**src/shared/rscu_pkg.sv**
```systemverilog
// Package of constants and types for the reset source and start-up control
`default_nettype none
package rscu_pkg;
    // ==========================================================
    // Clock and timing
    localparam int unsigned CLK_PERIOD_NS = 25;
    localparam int unsigned CLK_KHZ = 40000;
    localparam int unsigned POWERUP_TIMER_MS = 64;
    localparam int unsigned POWERUP_TIMER_CYCLES = POWERUP_TIMER_MS * CLK_KHZ;
    localparam int unsigned FILT_NS = 200;
    localparam int unsigned FILT_CYCLES =
        (FILT_NS + CLK_PERIOD_NS - 1) / CLK_PERIOD_NS;
    localparam int unsigned OST_CYCLES = 1024;
    localparam int unsigned WDT_CYCLES = 40000;

    // ==========================================================
    // Register offsets (byte addresses)
    localparam logic [7:0] OFS_CONFIG = 8'h00;
    localparam logic [7:0] OFS_CAUSE = 8'h04;
    localparam logic [7:0] OFS_STATUS = 8'h08;

    // ==========================================================
    // Config register fields
    localparam int CFG_EXT_RESET_EN = 0;
    localparam int CFG_LV_PROG_EN = 1;
    localparam int CFG_STACK_RESET_EN = 2;
    localparam int CFG_POWERUP_TIMER_EN = 3;
    localparam int CFG_OST_NEEDED = 4;
    localparam int CFG_WDT_EN = 5;
    localparam int CFG_SW_PULLUP = 6;
    localparam logic [6:0] CFG_RESET = 7'h39;

    // ==========================================================
    // Reset cause register fields
    localparam int CAU_STK_OVER = 7;
    localparam int CAU_STK_UNDER = 6;
    localparam int CAU_WDT = 4;
    localparam int CAU_PIN = 3;
    localparam int CAU_INSTR = 2;
    localparam int CAU_POR = 1;
    localparam int CAU_BOR = 0;
    localparam logic [7:0] CAU_IMPL_MASK = 8'hDF;
    localparam logic [7:0] CAU_POR_VAL = 8'h1C;

    // ==========================================================
    // Status register fields
    localparam int STA_TIMEOUT = 4;
    localparam int STA_POWERDOWN = 3;
    localparam int STA_PIN_EN = 1;
    localparam int STA_PIN_LEVEL = 0;

    // ==========================================================
    // Bus answers and program counter targets
    localparam logic [1:0] RESP_OKAY = 2'h0;
    localparam logic [1:0] RESP_SLVERR = 2'h2;
    localparam logic [15:0] PC_RESTART = 16'h0000;
    localparam logic [15:0] PC_IRQ_VECTOR = 16'h0004;

    // Sequencer states
    typedef enum logic [1:0] {
        ST_COLD,
        ST_WAIT,
        ST_RUN,
        ST_WARM
    } rscu_state_e;
endpackage
`default_nettype wire

```
**src/shared/rscu_pin_if.sv**
```systemverilog
// Interface between the sequencer and the reset pin filter
`timescale 1ns/1ps
`default_nettype none
interface rscu_pin_if;
    logic raw_pin;
    logic sync_level;
    logic filt_low;

    modport filter (input raw_pin, output sync_level, output filt_low);
    modport ctrl (output raw_pin, input sync_level, input filt_low);
endinterface
`default_nettype wire

```
**src/core/rscu_pin_filter.sv**
```systemverilog
// Synchroniser and noise filter for the external reset pin
`timescale 1ns/1ps
`default_nettype none
module rscu_pin_filter #(
    parameter int unsigned FILT_CYCLES = rscu_pkg::FILT_CYCLES
) (
    // Clock and reset
    input wire logic clk_i,
    input wire logic rst_n_i,
    // Pin side
    rscu_pin_if.filter pin
);
    import rscu_pkg::*;

    localparam int CW = $clog2(FILT_CYCLES + 1);
    localparam logic [CW-1:0] FILT_MAX = CW'(FILT_CYCLES);

    logic meta;
    logic sync;
    logic stable;
    logic [CW-1:0] cnt;

    // ==========================================================
    // Two-flop synchroniser, pin idles high
    always_ff @(posedge clk_i or negedge rst_n_i) begin
        if (!rst_n_i) begin
            meta <= 1'b1;
            sync <= 1'b1;
        end else begin
            meta <= pin.raw_pin;
            sync <= meta;
        end
    end

    // ==========================================================
    // ignore short pulses
    always_ff @(posedge clk_i or negedge rst_n_i) begin
        if (!rst_n_i) begin
            cnt <= '0;
            stable <= 1'b1;
        end else if (sync == stable) begin
            cnt <= '0;
        end else if (cnt >= FILT_MAX - CW'(1)) begin
            cnt <= '0;
            stable <= sync;
        end else begin
            cnt <= cnt + CW'(1);
        end
    end

    assign pin.sync_level = sync;
    assign pin.filt_low = ~stable;
endmodule
`default_nettype wire

```
**src/core/rscu_top.sv**
```systemverilog
// Reset source selection, start-up sequencing and reset cause recording
//
// Behaviour
// - Pin reset off only if both bits 0
// - Low enabled pin holds reset
// - Short pin pulses ignored
// - Pin never driven
// - Disabled pin: input, software pull-up
// - Watchdog expiry resets, sets status
// - Reset instruction clears its flag
// - Enabled stack faults reset, set flag
// - Programming exit acts as power-on
// - Power-up delay only when enabled
// - Run after timers and pin release
// - Timers ignore pin level
// - Resets record cause, restart at zero
// - Power-on and prog exit load fixed causes; brown-out keeps WDT, POR bits
// - Watchdog reset or wake clears flags
// - Pin reset flag; sleep status
// - Irq wake resumes, vectors if enabled
// - Power-up timer nominal 64 ms
// - Hardware clears flags, firmware rearms
//
// Chosen here: the register offsets and the AXI4-Lite slave port.
`timescale 1ns/1ps
`default_nettype none
module rscu_top #(
    parameter int unsigned POWERUP_TIMER_CYCLES = rscu_pkg::POWERUP_TIMER_CYCLES,
    parameter int unsigned OST_CYCLES = rscu_pkg::OST_CYCLES,
    parameter int unsigned WDT_CYCLES = rscu_pkg::WDT_CYCLES,
    parameter int unsigned FILT_CYCLES = rscu_pkg::FILT_CYCLES
) (
    // Clock and reset
    input wire logic sys_clk_i,
    input wire logic rstn_i,
    // AXI4-Lite write channels
    input wire logic [7:0] s_axi_awaddr_i,
    input wire logic s_axi_awvalid_i,
    output logic s_axi_awready_o,
    input wire logic [31:0] s_axi_wdata_i,
    input wire logic [3:0] s_axi_wstrb_i,
    input wire logic s_axi_wvalid_i,
    output logic s_axi_wready_o,
    output logic [1:0] s_axi_bresp_o,
    output logic s_axi_bvalid_o,
    input wire logic s_axi_bready_i,
    // AXI4-Lite read channels
    input wire logic [7:0] s_axi_araddr_i,
    input wire logic s_axi_arvalid_i,
    output logic s_axi_arready_o,
    output logic [31:0] s_axi_rdata_o,
    output logic [1:0] s_axi_rresp_o,
    output logic s_axi_rvalid_o,
    input wire logic s_axi_rready_i,
    // Power detectors and programming mode (asynchronous)
    input wire logic por_i,
    input wire logic bor_i,
    input wire logic prog_mode_i,
    // External reset pin, input only
    input wire logic ext_reset_pin_i,
    output logic pullup_en_o,
    // Core events (same clock)
    input wire logic watchdog_clear_instr_i,
    input wire logic reset_instr_i,
    input wire logic stack_over_i,
    input wire logic stack_under_i,
    input wire logic sleep_i,
    input wire logic irq_wake_i,
    input wire logic global_irq_enable_i,
    // Core control
    output logic core_reset_o,
    output logic wake_resume_o,
    output logic irq_vector_o,
    output logic [15:0] pc_target_o
);
    import rscu_pkg::*;

    localparam int PW = $clog2(POWERUP_TIMER_CYCLES + 1);
    localparam int OW = $clog2(OST_CYCLES + 1);
    localparam int WW = $clog2(WDT_CYCLES + 1);
    localparam logic [PW-1:0] POWERUP_TIMER_MAX = PW'(POWERUP_TIMER_CYCLES);
    localparam logic [OW-1:0] OST_MAX = OW'(OST_CYCLES);
    localparam logic [WW-1:0] WDT_MAX = WW'(WDT_CYCLES);

    logic [1:0] rst_sync;
    logic rst_n;
    logic [2:0] pwr_meta;
    logic [2:0] pwr_sync;
    logic [2:0] pwr_q;
    rscu_state_e state;
    rscu_state_e next_state;
    logic [6:0] cfg;
    logic [7:0] cause;
    logic [7:0] next_cause;
    logic timeout_flag;
    logic powerdown_flag;
    logic [PW-1:0] powerup_timer_cnt;
    logic [OW-1:0] ost_cnt;
    logic [WW-1:0] wdt_cnt;
    logic pin_en;
    logic pin_rst;
    logic cold_hold;
    logic por_ev;
    logic bor_ev;
    logic prog_exit;
    logic timers_done;
    logic running;
    logic wdt_expire;
    logic wdt_rst;
    logic wdt_wake;
    logic irq_wake;
    logic pin_ev;
    logic instr_ev;
    logic ovf_ev;
    logic unf_ev;
    logic warm_ok;
    logic [7:0] aw_addr;
    logic [31:0] w_data;
    logic w_lane0;
    logic aw_got;
    logic w_got;
    logic wr_en;
    logic [31:0] rd_mux;
    logic rd_hit;

    rscu_pin_if pin_bus ();

    // ==========================================================
    // Reset release through two flops
    always_ff @(posedge sys_clk_i or negedge rstn_i) begin
        if (!rstn_i) begin
            rst_sync <= 2'b00;
        end else begin
            rst_sync <= {rst_sync[0], 1'b1};
        end
    end
    assign rst_n = rst_sync[1];

    // Synchronise power detectors and programming mode
    always_ff @(posedge sys_clk_i or negedge rst_n) begin
        if (!rst_n) begin
            pwr_meta <= 3'b000;
            pwr_sync <= 3'b000;
            pwr_q <= 3'b000;
        end else begin
            pwr_meta <= {prog_mode_i, bor_i, por_i};
            pwr_sync <= pwr_meta;
            pwr_q <= pwr_sync;
        end
    end

    // ==========================================================
    // pin only read
    assign pin_bus.raw_pin = ext_reset_pin_i;

    rscu_pin_filter #(
        .FILT_CYCLES(FILT_CYCLES)
    ) u_filter (
        .clk_i(sys_clk_i),
        .rst_n_i(rst_n),
        .pin(pin_bus.filter)
    );

    assign pin_en = cfg[CFG_EXT_RESET_EN] | cfg[CFG_LV_PROG_EN];
    assign pin_rst = pin_en & pin_bus.filt_low;

    // ==========================================================
    // Event decoding
    assign cold_hold = pwr_sync[0] | pwr_sync[1] | pwr_sync[2];
    assign por_ev = pwr_sync[0] & ~pwr_q[0];
    assign bor_ev = pwr_sync[1] & ~pwr_q[1] & ~pwr_sync[0];
    assign prog_exit = pwr_q[2] & ~pwr_sync[2];
    assign running = (state == ST_RUN) & ~cold_hold;
    assign wdt_expire = running & cfg[CFG_WDT_EN] &
                        (wdt_cnt >= WDT_MAX - WW'(1));
    // watchdog reset when not cleared in time
    assign wdt_rst = wdt_expire & ~sleep_i & ~pin_rst;
    assign wdt_wake = wdt_expire & sleep_i & ~pin_rst;
    assign irq_wake = running & sleep_i & irq_wake_i & ~pin_rst &
                      ~wdt_expire;
    assign pin_ev = running & pin_rst;
    assign warm_ok = running & ~sleep_i & ~pin_rst & ~wdt_expire;
    assign instr_ev = warm_ok & reset_instr_i;
    assign ovf_ev = warm_ok & stack_over_i & cfg[CFG_STACK_RESET_EN];
    assign unf_ev = warm_ok & stack_under_i & cfg[CFG_STACK_RESET_EN];

    // ==========================================================
    // power-up delay only when enabled
    // completion of both timers; pin release checked in ST_WAIT
    assign timers_done =
        (~cfg[CFG_POWERUP_TIMER_EN] | (powerup_timer_cnt >= POWERUP_TIMER_MAX)) &
        (~cfg[CFG_OST_NEEDED] | (ost_cnt >= OST_MAX));

    // Next sequencer state
    always_comb begin
        next_state = state;
        unique case (state)
            ST_COLD: begin
                if (!cold_hold) begin
                    next_state = ST_WAIT;
                end
            end
            ST_WAIT: begin
                if (cold_hold) begin
                    next_state = ST_COLD;
                end else if (timers_done && !pin_rst) begin
                    next_state = ST_RUN;
                end
            end
            ST_RUN: begin
                if (cold_hold) begin
                    next_state = ST_COLD;
                end else if (pin_ev || wdt_rst || instr_ev ||
                             ovf_ev || unf_ev) begin
                    next_state = ST_WARM;
                end
            end
            ST_WARM: begin
                if (cold_hold) begin
                    next_state = ST_COLD;
                end else if (!pin_rst) begin
                    next_state = ST_RUN;
                end
            end
        endcase
    end

    // State register
    always_ff @(posedge sys_clk_i or negedge rst_n) begin
        if (!rst_n) begin
            state <= ST_COLD;
        end else begin
            state <= next_state;
        end
    end

    always_ff @(posedge sys_clk_i or negedge rst_n) begin
        if (!rst_n) begin
            powerup_timer_cnt <= '0;
            ost_cnt <= '0;
        end else if (state != ST_WAIT) begin
            powerup_timer_cnt <= '0;
            ost_cnt <= '0;
        end else begin
            if (powerup_timer_cnt < POWERUP_TIMER_MAX) begin
                powerup_timer_cnt <= powerup_timer_cnt + PW'(1);
            end
            if (ost_cnt < OST_MAX) begin
                ost_cnt <= ost_cnt + OW'(1);
            end
        end
    end

    // Watchdog counter, cleared by its instruction
    always_ff @(posedge sys_clk_i or negedge rst_n) begin
        if (!rst_n) begin
            wdt_cnt <= '0;
        end else if (!running || watchdog_clear_instr_i || wdt_expire) begin
            wdt_cnt <= '0;
        end else if (cfg[CFG_WDT_EN]) begin
            wdt_cnt <= wdt_cnt + WW'(1);
        end
    end

    // ==========================================================
    // Cause register: software write, then hardware wins
    always_comb begin
        next_cause = cause;
        if (wr_en && w_lane0 && aw_addr == OFS_CAUSE) begin
            next_cause = w_data[7:0] & CAU_IMPL_MASK;
        end
        if (por_ev || prog_exit) begin
            next_cause = CAU_POR_VAL;
        end else if (bor_ev) begin
            next_cause[CAU_STK_OVER] = 1'b0;
            next_cause[CAU_STK_UNDER] = 1'b0;
            next_cause[CAU_PIN] = 1'b1;
            next_cause[CAU_INSTR] = 1'b1;
            next_cause[CAU_BOR] = 1'b0;
        end else begin
            if (wdt_rst) begin
                next_cause[CAU_WDT] = 1'b0;
            end
            if (pin_ev) begin
                next_cause[CAU_PIN] = 1'b0;
            end
            if (instr_ev) begin
                next_cause[CAU_INSTR] = 1'b0;
            end
            if (ovf_ev) begin
                next_cause[CAU_STK_OVER] = 1'b1;
            end
            if (unf_ev) begin
                next_cause[CAU_STK_UNDER] = 1'b1;
            end
        end
    end

    always_ff @(posedge sys_clk_i or negedge rst_n) begin
        if (!rst_n) begin
            cause <= CAU_POR_VAL;
        end else begin
            cause <= next_cause;
        end
    end

    // Timeout and powerdown status flags
    always_ff @(posedge sys_clk_i or negedge rst_n) begin
        if (!rst_n) begin
            timeout_flag <= 1'b1;
            powerdown_flag <= 1'b1;
        end else if (por_ev || bor_ev || prog_exit) begin
            timeout_flag <= 1'b1;
            powerdown_flag <= 1'b1;
        end else if (wdt_rst) begin
            timeout_flag <= 1'b0;
        end else if (wdt_wake) begin
            timeout_flag <= 1'b0;
            powerdown_flag <= 1'b0;
        end else if (irq_wake || (pin_ev && sleep_i)) begin
            timeout_flag <= 1'b1;
            powerdown_flag <= 1'b0;
        end
    end

    // ==========================================================
    // Core control outputs
    always_ff @(posedge sys_clk_i or negedge rst_n) begin
        if (!rst_n) begin
            core_reset_o <= 1'b1;
            wake_resume_o <= 1'b0;
            irq_vector_o <= 1'b0;
            pc_target_o <= PC_RESTART;
            pullup_en_o <= 1'b1;
        end else begin
            core_reset_o <= (next_state != ST_RUN);
            wake_resume_o <= wdt_wake | irq_wake;
            irq_vector_o <= irq_wake & global_irq_enable_i;
            if (irq_wake && global_irq_enable_i) begin
                pc_target_o <= PC_IRQ_VECTOR;
            end else if (next_state != ST_RUN) begin
                pc_target_o <= PC_RESTART;
            end
            pullup_en_o <= pin_en | cfg[CFG_SW_PULLUP];
        end
    end

    // ==========================================================
    // AXI4-Lite write path
    assign wr_en = aw_got & w_got & ~s_axi_bvalid_o;

    always_ff @(posedge sys_clk_i or negedge rst_n) begin
        if (!rst_n) begin
            s_axi_awready_o <= 1'b1;
            s_axi_wready_o <= 1'b1;
            s_axi_bvalid_o <= 1'b0;
            s_axi_bresp_o <= RESP_OKAY;
            aw_got <= 1'b0;
            w_got <= 1'b0;
            aw_addr <= 8'h00;
            w_data <= 32'h00000000;
            w_lane0 <= 1'b0;
        end else begin
            if (s_axi_awvalid_i && s_axi_awready_o) begin
                aw_addr <= s_axi_awaddr_i;
                aw_got <= 1'b1;
                s_axi_awready_o <= 1'b0;
            end
            if (s_axi_wvalid_i && s_axi_wready_o) begin
                w_data <= s_axi_wdata_i;
                w_lane0 <= s_axi_wstrb_i[0];
                w_got <= 1'b1;
                s_axi_wready_o <= 1'b0;
            end
            if (wr_en) begin
                aw_got <= 1'b0;
                w_got <= 1'b0;
                s_axi_bvalid_o <= 1'b1;
                s_axi_bresp_o <= (aw_addr == OFS_CONFIG ||
                                  aw_addr == OFS_CAUSE ||
                                  aw_addr == OFS_STATUS) ?
                                 RESP_OKAY : RESP_SLVERR;
            end
            if (s_axi_bvalid_o && s_axi_bready_i) begin
                s_axi_bvalid_o <= 1'b0;
                s_axi_awready_o <= 1'b1;
                s_axi_wready_o <= 1'b1;
            end
        end
    end

    // Config register write
    always_ff @(posedge sys_clk_i or negedge rst_n) begin
        if (!rst_n) begin
            cfg <= CFG_RESET;
        end else if (wr_en && w_lane0 && aw_addr == OFS_CONFIG) begin
            cfg <= w_data[6:0];
        end
    end

    // ==========================================================
    // AXI4-Lite read path
    always_comb begin
        rd_mux = 32'h00000000;
        rd_hit = 1'b1;
        unique case (s_axi_araddr_i)
            OFS_CONFIG: rd_mux[6:0] = cfg;
            OFS_CAUSE: rd_mux[7:0] = cause;
            OFS_STATUS: begin
                rd_mux[STA_TIMEOUT] = timeout_flag;
                rd_mux[STA_POWERDOWN] = powerdown_flag;
                rd_mux[STA_PIN_EN] = pin_en;
                rd_mux[STA_PIN_LEVEL] = pin_bus.sync_level;
            end
            default: rd_hit = 1'b0;
        endcase
    end

    always_ff @(posedge sys_clk_i or negedge rst_n) begin
        if (!rst_n) begin
            s_axi_arready_o <= 1'b1;
            s_axi_rvalid_o <= 1'b0;
            s_axi_rdata_o <= 32'h00000000;
            s_axi_rresp_o <= RESP_OKAY;
        end else if (s_axi_arvalid_i && s_axi_arready_o) begin
            s_axi_arready_o <= 1'b0;
            s_axi_rvalid_o <= 1'b1;
            s_axi_rdata_o <= rd_mux;
            s_axi_rresp_o <= rd_hit ? RESP_OKAY : RESP_SLVERR;
        end else if (s_axi_rvalid_o && s_axi_rready_i) begin
            s_axi_rvalid_o <= 1'b0;
            s_axi_arready_o <= 1'b1;
        end
    end
endmodule
`default_nettype wire

```
**config.mk**
```make
export PLATFORM = sky130hd
export DESIGN_NAME = rscu_top
export DESIGN_NICKNAME = d
export VERILOG_FILES = /design/src/shared/rscu_pkg.sv /design/src/shared/rscu_pin_if.sv /design/src/core/rscu_pin_filter.sv /design/src/core/rscu_top.sv
export SDC_FILE = /design/constraint.sdc
export NUM_CORES = 1
export LEC_CHECK = 0
export ABC_AREA = 1
export BUFFER_PORTS_ARGS = -buffer_cell sky130_fd_sc_hd__buf_2
export CORE_MARGIN = 10
export CORE_UTILIZATION = 39
export CTS_BUF_LIST = sky130_fd_sc_hd__clkbuf_4
export DETAILED_ROUTE_END_ITERATION = 7
export PLACE_DENSITY = 0.71
export SLEW_MARGIN = 20
export SYNTH_ARGS = -nofsm -noshare
export SYNTH_HDL_FRONTEND = slang
export SYNTH_SLANG_ARGS = --single-unit
export TNS_END_PERCENT = 100
```
**constraint.sdc**
```tcl
create_clock -name sys_clk_i -period 3.55 [get_ports sys_clk_i]
set_clock_uncertainty 0.1 [all_clocks]
set_input_delay 1.065 -clock sys_clk_i [delete_from_list [all_inputs] [get_ports sys_clk_i]]
set_output_delay 1.065 -clock sys_clk_i [all_outputs]
set_load 0.03 [all_outputs]
```
## Word level (Yosys, flattened, before mapping)

Index checks and enable logic that the tools add are counted.

- Equality and inequality tests: 11
- Multiplexer cells: 63
- Bitwise operators: 49
- $lt $le $gt $ge: 6
- Reductions and logical operators: 49
- $add $sub $neg: 4

Operator list:

| cell | count |
|---|---|
| two-way mux 16 bit | 4 |
| two-way mux 22 bit | 2 |
| two-way mux 1 bit | 34 |
| AND 1 bit | 29 |
| two-way mux 2 bit | 12 |
| adder 22 x 1 -> 22 bit (second input constant) | 1 |
| greater-or-equal comparator 22 bit (second input constant) | 1 |
| less-than comparator 22 bit (second input constant) | 1 |
| two-way mux 11 bit | 2 |
| nonzero test 2 bit | 11 |
| nonzero test 4 bit | 5 |
| adder 16 x 1 -> 16 bit (second input constant) | 1 |
| == test 8 x 3 -> 1 bit (second input constant) | 2 |
| == test 8 x 4 -> 1 bit (second input constant) | 2 |
| greater-or-equal comparator 16 bit (second input constant) | 1 |
| logical NOT 8 bit | 2 |
| inverter 1 bit | 13 |
| logical OR 1 bit | 12 |
| case mux 2 bit (3 select lines) | 2 |
| adder 11 x 1 -> 11 bit (second input constant) | 1 |
| greater-or-equal comparator 11 bit (second input constant) | 1 |
| logical AND 1 bit | 11 |
| less-than comparator 11 bit (second input constant) | 1 |
| two-way mux 4 bit | 2 |
| 18 further kinds | 29 |

- Input bits: 70
- Register bits: 142
- Output and inout port bits: 61

## Depth between registers and ports, before layout

Gate-level depths: netlist of run 1.

- Word-level depth: 18
- Gate-level depth with buffers: 14

## Modules after synthesis

A second synthesis of run 1 with hierarchy kept.

- Cells, all modules: 757
- Area total of the unflattened synthesis: 6429.9 sq um

By module, submodules not included:

| module | sequential area each (sq um) | times used | area each (sq um) | cells an instance |
|---|---|---|---|---|
| rscu_top | 2945.3 | 1 | 6144.6 | 728 |
| rscu_pin_filter | 178.9 | 1 | 285.3 | 29 |

## Worst setup path before layout of run 1

Ideal clock, no wire load.

- Path type: input port to flip-flop
- Start: input port s_axi_araddr_i[1]
- End: register s_axi_rdata_o[0]
- Library setup time: 65 ps
- Arrival: 1986 ps
- Buffers on the path: 0
- Cell stages on the path: 6
- Setup slack: 1398 ps
- Path through: or2_2 nor3_1 nand2_1 a31oi_1 o21ai_0 nand2_1

- Cells in the longest elaborated chain, start to end: 2
- Elaborated cells on any way between the ends: 4
- Classes of those cells: 2 x eq/ne; 1 x mux; 1 x reduce/logical

Ends and longest elaborated chain:

| item | RTL line | source |
|---|---|---|
| start, declared | rscu_top.sv:48 | `input wire logic [7:0] s_axi_araddr_i,` |
| == test 8 x 4 -> 1 bit (tied with other cells) | rscu_top.sv:406 | `unique case (s_axi_araddr_i)` |
| case mux 2 bit (3 select lines) (*) | rscu_top.sv:406 |  |
| end signal, assigned | rscu_top.sv:428 | `s_axi_rdata_o <= rd_mux;` |
| end, declared | rscu_top.sv:51 | `output logic [31:0] s_axi_rdata_o,` |

Mark *: on every way between the ends. The rest lies on a longest branch, timed or not.
A chain may end at the register's enable or synchronous reset.

## Final worst setup path of run 1

- Start: register s_axi_wready_o
- End: output port s_axi_wready_o

RTL lines:

| item | RTL line | source |
|---|---|---|
| start, declared | rscu_top.sv:43 | `output logic s_axi_wready_o,` |
| start signal, assigned | rscu_top.sv:355 | `s_axi_wready_o <= 1'b1;` |
| start signal, assigned | rscu_top.sv:373 | `s_axi_wready_o <= 1'b0;` |
| start signal, assigned | rscu_top.sv:387 | `s_axi_wready_o <= 1'b1;` |

No word-level cell between the ends.

==> results of run 1 <==
-- power breakdown --
part | total, W | leakage [nW] | internal [W] | switching (W)
registers | 0.00183 | 1.59 | 0.00167 | 0.000161
clock network | 0.000971 | 0.136 | 0.000424 | 0.000547
logic | 0.000848 | 1.57 | 0.000238 | 0.000610
total | 0.00365 | 3.30 | 0.00233 | 0.00132
-- metal layers --
layer / up-vias / wire length [um]
met1: 2387 / 6470
met5: - / 0
met3: 6 / 822
met2: 112 / 6670
met4: 0 / 85
li1: 2572 / -
-- worst paths after layout --
check / end / slack, ns / depth (start not counted)
worst max-delay path: s_axi_wready_o / 1.11 / 1
worst min-delay path: rst_sync[1] / 0.19 / 1
worst max register to register: wdt_cnt[11] / 1.28 / 11
worst min register to register: pwr_sync[0] / 0.26 / 0
max in group asynchronous: s_axi_arready_o / 2.08 / 1
min in group sys_clk_i: pwr_sync[0] / 0.26 / 0
-- placed cells by master (no fill, tap or decap), types with 5 or more instances in the layout --
master      count
nand2_1       164
dfrtp_1       106
inv_1          94
nor2_1         68
buf_2          62
o21ai_0        59
conb_1         42
nand3_1        33
a21oi_1        28
nor3_1         24
nand4_1        23
clkbuf_4       18
dfstp_2        17
xor2_1         12
o31ai_1        10
o21ai_1         8
nor4_1          7
a31oi_1         7
clkinv_1        6
inv_2           6
nand2_2         6
ha_1            5
clkinvlp_4      5
-- logic make-up (layout without fill, tap and decap cells) --
family	after synthesis	in the layout	share of synthesized area, %
simple gates	347	347	24.7
buf+inv	155	202	11.9
fa+ha+maj	5	5	0.993
xor+xnor	15	15	2.09
flops	124	124	49.6
other cells	2	43	0.119
compound gates	122	122	10.6
-- metrics by stage --
stage                     worst slack (ns)  power (W)  utilization, %  cell area, um^2
after detailed placement              1.14    0.00271            42.2             6710
after floorplan                       1.40    0.00248               -             6450
final                                 1.11    0.00365            44.0             6990
after CTS                             1.05    0.00369            44.0             6990
after global placement                1.17    0.00268            42.2             6710
after global routing                  1.01    0.00391            44.0             6990
-- flip-flops by register name (all words and copies together) (netlist names), 4 cells and up --
| signal | flops |
|---|---|
| w_data | 8 |
| cfg | 7 |
| u_filter.cnt | 4 |
| aw_addr | 8 |
| ost_cnt | 11 |
| s_axi_rdata_o | 8 |
| powerup_timer_cnt | 22 |
| wdt_cnt | 16 |
| cause | 7 |
-- final cells by class --
cell class | instances | area, um^2
well taps | 216 | 270
flip-flops and latches | 124 | 3130
clock buffers | 18 | 135
clock inverters | 14 | 145
repair buffers | 66 | 340
multi-input cells | 531 | 2580
fillers | 1609 | 8900
inverters | 104 | 390
diodes | 1 | 2.50
==> results.sh, run 1 <==
export IMPL_synth_edf_count=0
export IMPL_post_route_drc_count=0
export IMPL_power_density_nw_per_um2=522
export IMPL_grt_use_met3_pct=4.64
export IMPL_reg2reg_from="wdt_cnt[0]"
export IMPL_die_x_um=147
export IMPL_grt_met1_usage_pct=16.9
export IMPL_place_congestion=0.904
export IMPL_synth_most_common_cell="nand2_1"
export IMPL_cts_made_buffers=17
export IMPL_synth_top_area_share_pct=42.5
export IMPL_worstPathRequired_ns=2.38
export IMPL_dp_cells=1041
export IMPL_leakage_nw=3.30
export IMPL_yosysSeqAreaShare_pct=49.6
export IMPL_post_synth_num_cell_types=42
export IMPL_use_met2_pct=20.8
export IMPL_cp_arrival_ns=1.28
export IMPL_grt_ovfl_total=0
export IMPL_setup_violations=0
export IMPL_crit_type="reg2out"
export IMPL_fmax_mhz=409
export IMPL_initial_core_util_pct=39.7
export IMPL_first_global_vias=4822
export IMPL_totalWireLength_mm=14.0
export IMPL_synth_largest_area_cell="dfrtp_1"
export IMPL_holdCritPathClass="in2async"
export IMPL_hold_violations=0
export IMPL_avgSynthCellArea_um2=8.18
export IMPL_drv_slew=0
export IMPL_ys_seq_elements=124
export IMPL_nets=919
export IMPL_synthCells=770
export IMPL_path_buf_inv=1
export IMPL_timing_slew_headroom_pct=42.9
export IMPL_crit_path_start_kind="flop"
export IMPL_io_pins=131
export IMPL_clk_pin_slew_ns=0.11
export IMPL_grt_use_total_pct=13.2
export IMPL_vias_per_cell=4.73
export IMPL_ant_nets=0
export IMPL_syn_area_um2=6300
export IMPL_cts_setup_buffers=0
export IMPL_critPathMaxStageDelay_ns=0.55
export IMPL_critPathLaunch="s_axi_wready_o"
export IMPL_async_reset_ff_share_pct=100
export IMPL_cts_root_buf="clkbuf_4"
export IMPL_cts_tree="done"
export IMPL_ctsHoldBuffers=0
export IMPL_critical_path_peak_fanout=3
export IMPL_crit_path_top_delay_cell="dfstp_2"
export IMPL_post_dp_hpwl_mm=10.5
export IMPL_cp_end_kind="output pin"
export IMPL_fin_crit_sh_pct=68.9
export IMPL_grt_pass1_wl_mm=23.6
export IMPL_synth_ff_type="dfrtp_1"
export IMPL_ir_worst_vdd_mv=0.360
export IMPL_area_growth_pct=10.9
export IMPL_via_count=5077
export IMPL_die_area_um2=21600
export IMPL_num_rows=46
export IMPL_netlist_top_cells_count="nand2_1 (164), dfrtp_1 (107), inv_1 (94), nor2_1 (68), o21ai_0 (59)"
export IMPL_final_cells=1074
export IMPL_synth_warnings=0
export IMPL_crit_chain="buf_2"
export IMPL_port_buffers=62
export IMPL_worst_pin_slew_ns=0.856
export IMPL_clock_sinks=124
export IMPL_antenna_found_initial=1
export IMPL_status="completed"
export IMPL_drive_gt1_share_pct=16.5
export IMPL_grt_busiest_layer="met2"
export IMPL_synthTopCellsByArea="dfrtp_1 (43%), nand2_1 (9.8%), dfstp_2 (7.1%)"
export IMPL_max_cap_violations=0
export IMPL_ctsLongestPathBuffers=2
export IMPL_period_minus_slack_ns=2.44
export IMPL_routedWlPerCell_um=13.1
export IMPL_htreeDepth=4
export IMPL_rsz0062_at_grt="no"
export IMPL_die_y_um=147
export IMPL_grt_max_degree=66
export IMPL_finalSetupTns_ns=0
export IMPL_drt_pass1_iter_count=7
export IMPL_clk_latency_ns=0.53
export IMPL_whs_ns=0.193
export IMPL_cts_resized=0
export IMPL_core_um2=15900
export IMPL_drt_iter0_drc=401
export IMPL_critPathTopFamily="flip-flops"
Power figures use the tool's default switching activity.
==> inputs of run 2 (changes only) <==
Settings changed: PLACE_DENSITY 0.71 to 0.69.
Clock period 3.55 ns to 2.35 ns, I/O delays scaled along.
==> run 2 against run 1 <==
Against the previous run:
- clock-buffer cell count increased by 3
- critical endpoint is now s_axi_awready_o
- clock power increased by 54%
- wire length increased by 0.71%
- die area unchanged
- setup slack got worse by 0.87 ns
- critical path type unchanged
- register-to-register slack got worse by 1.0 ns
- sequential share of layout area decreased by 0.47 points
- global-route usage increased by 0.21 points
- highest routed layer unchanged
==> results.sh, run 2 (synthesis results as in run 1) <==
export IMPL_cts_made_buffers=17
export IMPL_area_growth_pct=12.1
export IMPL_drv_slew=0
export IMPL_num_rows=46
export IMPL_fillers=1631
export IMPL_ir_worst_vdd_mv=0.575
export IMPL_layout_commonest_cell="nand2_1"
export IMPL_post_route_drc_count=0
export IMPL_antenna_cells=0
export IMPL_critPathMaxStageDelay_ns=0.56
export IMPL_grt_max_degree=40
export IMPL_worst_pin_slew_ns=0.669
export IMPL_timing_slew_headroom_pct=55.0
export IMPL_totalWireLength_mm=14.1
export IMPL_holdCritPathClass="in2reg"
export IMPL_htreeDepth=4
export IMPL_place_area_um2=6770
export IMPL_r2r_slack_ns=0.27
export IMPL_drt_iter0_drc=355
export IMPL_leakage_nw=3.36
export IMPL_cp_arrival_ns=1.31
export IMPL_whs_ns=0.136
export IMPL_fin_crit_sh_pct=90.1
export IMPL_drive_gt1_share_pct=17.0
export IMPL_place_ws_ns=0.223
export IMPL_grt_use_total_pct=13.4
export IMPL_die_y_um=147
export IMPL_critPathTopFamily="flip-flops"
export IMPL_power_density_nw_per_um2=788
export IMPL_max_cap_violations=0
export IMPL_final_cell_mix="nand2_1 (164), dfrtp_1 (106), inv_1 (94)"
export IMPL_path_buf_inv=1
export IMPL_routedWlPerCell_um=13.1
export IMPL_cp_end_kind="output pin"
export IMPL_ant_nets=0
export IMPL_post_dp_hpwl_mm=10.4
export IMPL_cts_root_buf="clkbuf_4"
export IMPL_initial_core_util_pct=39.7
export IMPL_io_pins=131
export IMPL_hold_start="ext_reset_pin_i"
export IMPL_crit_path_top_delay_cell="dfstp_2"
export IMPL_reg2regPathDepth=11
export IMPL_crit_chain="buf_2"
export IMPL_drt_pass1_iter_count=5
export IMPL_setup_slack_ns=0.232
export IMPL_top_register="powerup_timer_cnt"
export IMPL_finalSetupTns_ns=0
export IMPL_timing_rr_end="state[0]"
export IMPL_status="completed"
export IMPL_grt_pass1_wl_mm=23.9
export IMPL_largest_register_ffs=22
export IMPL_via_count=5145
export IMPL_worstHoldEndpoint="u_filter.meta"
export IMPL_clk_pin_slew_ns=0.11
export IMPL_fmax_mhz=472
export IMPL_rsz0062_at_grt="no"
export IMPL_reg_largest_list="powerup_timer_cnt (22), wdt_cnt (16), ost_cnt (11)"
export IMPL_whs_path_depth=1
export IMPL_vias_per_cell=4.77
export IMPL_hold_violations=0
export IMPL_first_global_vias=5002
export IMPL_nets=925
export IMPL_cts_tree="done"
export IMPL_die_x_um=147
export IMPL_port_buffers=62
export IMPL_clk_latency_ns=0.56
export IMPL_crit_type="reg2out"
export IMPL_final_area_um2=7060
export IMPL_place_congestion=0.895
export IMPL_grt_ovfl_total=0
export IMPL_period_minus_slack_ns=2.12
export IMPL_crit_path_start_kind="flop"
export IMPL_critical_path_peak_fanout=3
export IMPL_cts_setup_buffers=0
export IMPL_core_um2=15900
export IMPL_fin_util_pct=44.5
export IMPL_setup_violations=0
export IMPL_die_area_um2=21600
export IMPL_worstPathRequired_ns=1.54
export IMPL_ctsLongestPathBuffers=2
export IMPL_antenna_found_initial=0
export IMPL_clock_sinks=124
export IMPL_reg2reg_from="pwr_sync[1]"
run 2: worst max-delay path by stage:
stage	from	to	slack (ns)	cells after the start
after detailed placement	wdt_cnt[0]	state[0]	0.22	13
after global placement	wdt_cnt[0]	state[0]	0.24	13
final	s_axi_awready_o	s_axi_awready_o	0.23	1
after CTS	s_axi_awready_o	s_axi_awready_o	0.19	1
after floorplan	rst_sync[1]	aw_addr[0]	0.20	0
after global routing	pwr_sync[1]	state[0]	0.03	11
run 2: final cells by class:
type                            count  area [um^2]  share of cell area, %
Clock buffer                       21          158                   2.23
Clock inverter                     11          121                   1.72
Inverter                          104          390                   5.53
Multi-Input combinational cell    531         2580                   36.6
Sequential cell                   124         3130                   44.3
Tap cell                          216          270                   3.83
Timing Repair Buffer               72          413                   5.85
run 2: power breakdown:
| group | switching (W) | leakage, nW | internal [W] | total [W] |
|---|---|---|---|---|
| combinational | 0.000935 | 1.62 | 0.000380 | 0.00131 |
| clock | 0.000822 | 0.144 | 0.000674 | 0.00150 |
| sequential | 0.000232 | 1.59 | 0.00252 | 0.00275 |
| total | 0.00199 | 3.36 | 0.00358 | 0.00556 |
run 2: metal layers:
layer,wire length [um],GRT usage (%)
met4,290,5.35
met3,811,4.51
met5,0,0
met2,6600,20.9
met1,6440,16.7
run 2: what timing repair did:
action | in CTS | in global routing
gates resized for setup | 0 | 1
hold endpoints to repair | 2 | 0
hold buffers | 1 | 0
setup endpoints to repair | 0 | 2
run 2: metrics by stage:
| stage | instances | total power (W) |
|---|---|---|
| finish | 1079 | 0.00556 |
| global route | 1079 | 0.00597 |
| CTS | 1079 | 0.00563 |
| detailed placement | 1046 | 0.00411 |
| global placement | 1046 | 0.00408 |
| floorplan | 810 | 0.00375 |
==> inputs of run 3 (changes only) <==
Settings changed: CTS_BUF_LIST sky130_fd_sc_hd__clkbuf_4 to not set, HOLD_SLACK_MARGIN set to 0.12.
Clock period 2.35 ns to 2.6 ns, I/O delays scaled along.
==> run 3 against run 2 <==
Against the previous run:
- hold slack improved by 0.051 ns
- first-iteration DRC count rose by 18%
- combinational power fell by 8%
- clock-buffer cell count shrank 2
- global-route usage increased by 0.19 points
- cell count fell by 0.37%
- via count fell by 1.1%
- flip-flop and latch count unchanged
- critical endpoint is now wdt_cnt[11]
- largest power group unchanged
==> results.sh, run 3 (synthesis results as in run 1) <==
export IMPL_final_cell_mix="nand2_1 (164), dfrtp_1 (106), inv_1 (94)"
export IMPL_antenna_found_initial=1
export IMPL_place_ws_ns=0.353
export IMPL_ctsLongestPathBuffers=2
export IMPL_final_cells=1075
export IMPL_num_rows=46
export IMPL_dp_cells=1042
export IMPL_reg2regPathDepth=11
export IMPL_drt_pass1_iter_count=5
export IMPL_cts_resized=0
export IMPL_die_y_um=147
export IMPL_clk_pin_slew_ns=0.06
export IMPL_crit_path_top_delay_cell="dfrtp_1"
export IMPL_antenna_cells=0
export IMPL_crit_type="reg2reg"
export IMPL_layout_commonest_cell="nand2_1"
export IMPL_cts_made_buffers=17
export IMPL_port_buffers=62
export IMPL_max_cap_violations=0
export IMPL_vias_per_cell=4.73
export IMPL_place_area_um2=6730
export IMPL_cts_root_buf="clkbuf_16"
export IMPL_cts_setup_buffers=0
export IMPL_finalSetupTns_ns=0
export IMPL_power_density_nw_per_um2=832
export IMPL_timing_slew_headroom_pct=66.5
export IMPL_io_pins=131
export IMPL_critPathTopFamily="simple AND/OR/NAND/NOR gates"
export IMPL_crit_path_start_kind="flop"
export IMPL_critical_path_peak_fanout=13
export IMPL_reg2reg_from="wdt_cnt[0]"
export IMPL_status="completed"
export IMPL_clk_latency_ns=0.42
export IMPL_critPathMaxStageDelay_ns=0.42
export IMPL_post_route_drc_count=0
export IMPL_cp_end_kind="flop"
export IMPL_fin_crit_sh_pct=86.2
export IMPL_drive_gt1_share_pct=16.8
export IMPL_ant_nets=0
export IMPL_ir_worst_vdd_mv=0.536
export IMPL_post_dp_hpwl_mm=10.4
export IMPL_leakage_nw=3.48
export IMPL_place_congestion=0.915
export IMPL_holdCritPathClass="reg2async"
export IMPL_fmax_mhz=446
export IMPL_grt_ovfl_total=0
export IMPL_cts_tree="done"
export IMPL_power_w=0.00611
export IMPL_grt_pass1_wl_mm=24.3
export IMPL_first_global_vias=5002
export IMPL_die_x_um=147
export IMPL_top_register="powerup_timer_cnt"
export IMPL_via_count=5090
export IMPL_core_um2=15900
export IMPL_grt_max_degree=66
export IMPL_final_area_um2=7340
export IMPL_hold_violations=0
export IMPL_period_minus_slack_ns=2.24
export IMPL_setup_violations=0
export IMPL_worst_pin_slew_ns=0.497
export IMPL_path_buf_inv=1
export IMPL_grt_use_total_pct=13.6
export IMPL_rsz0062_at_grt="no"
export IMPL_initial_core_util_pct=39.7
export IMPL_nets=921
export IMPL_routedWlPerCell_um=13.2
export IMPL_largest_register_ffs=22
export IMPL_timing_rr_end="wdt_cnt[11]"
export IMPL_setup_slack_ns=0.360
export IMPL_worstPathRequired_ns=2.86
export IMPL_totalWireLength_mm=14.2
export IMPL_r2r_slack_ns=0.36
export IMPL_cpMostUsedCell="nand2_1"
export IMPL_clock_sinks=124
export IMPL_area_growth_pct=16.5
export IMPL_drt_iter0_drc=418
export IMPL_die_area_um2=21600
export IMPL_htreeDepth=4
export IMPL_cp_arrival_ns=2.50
export IMPL_drv_slew=0
export IMPL_reg_largest_list="powerup_timer_cnt (22), wdt_cnt (16), ost_cnt (11)"
export IMPL_crit_chain="ha_1, nand2_1, inv_1, nand2_2, nand2_1, nand2_1, nand2_2, nand2_2, nand2_1, a41o_1, a21oi_2"
## run 3: layer usage
metal | wire (um) | vias up | global-route usage (%)
li1 | - | 2584 | -
met1 | 6490 | 2372 | 17.1
met2 | 6660 | 121 | 21.3
met3 | 882 | 13 | 4.30
met4 | 176 | 0 | 5.20
met5 | 0 | - | 0
## run 3: power by group
group	leakage, nW	switching (W)	internal [W]
logic	1.58	0.000855	0.000341
clock network	0.300	0.000930	0.00149
registers	1.59	0.000209	0.00229
## run 3: repair_timing
item	in CTS	in global routing
endpoints found under the setup margin	0	0
hold endpoints to repair	2	0
hold buffers	1	0
## run 3: area by class of cell
type	instances	area [um^2]
Fill cell	1566	8540
Sequential cell	124	3130
Multi-Input combinational cell	531	2580
Clock buffer	19	453
Inverter	104	390
Timing Repair Buffer	68	370
Tap cell	216	270
Clock inverter	13	153
## run 3: worst max-delay path by stage
stage	start	endpoint	slack (ns)	cells after the start
final	wdt_cnt[0]	wdt_cnt[11]	0.36	11
after global routing	wdt_cnt[0]	wdt_cnt[11]	0.15	11
after CTS	wdt_cnt[0]	wdt_cnt[11]	0.34	11
after detailed placement	wdt_cnt[0]	wdt_cnt[11]	0.35	11
after global placement	wdt_cnt[0]	wdt_cnt[11]	0.37	11
after floorplan	rst_sync[1]	aw_addr[0]	0.45	0
## run 3: through the flow
stage	hold WS, ns	utilization, %
after floorplan	0.231	-
after global placement	0.206	42.3
after detailed placement	0.208	42.3
after CTS	0.204	46.2
after global routing	0.235	46.2
final	0.186	46.2
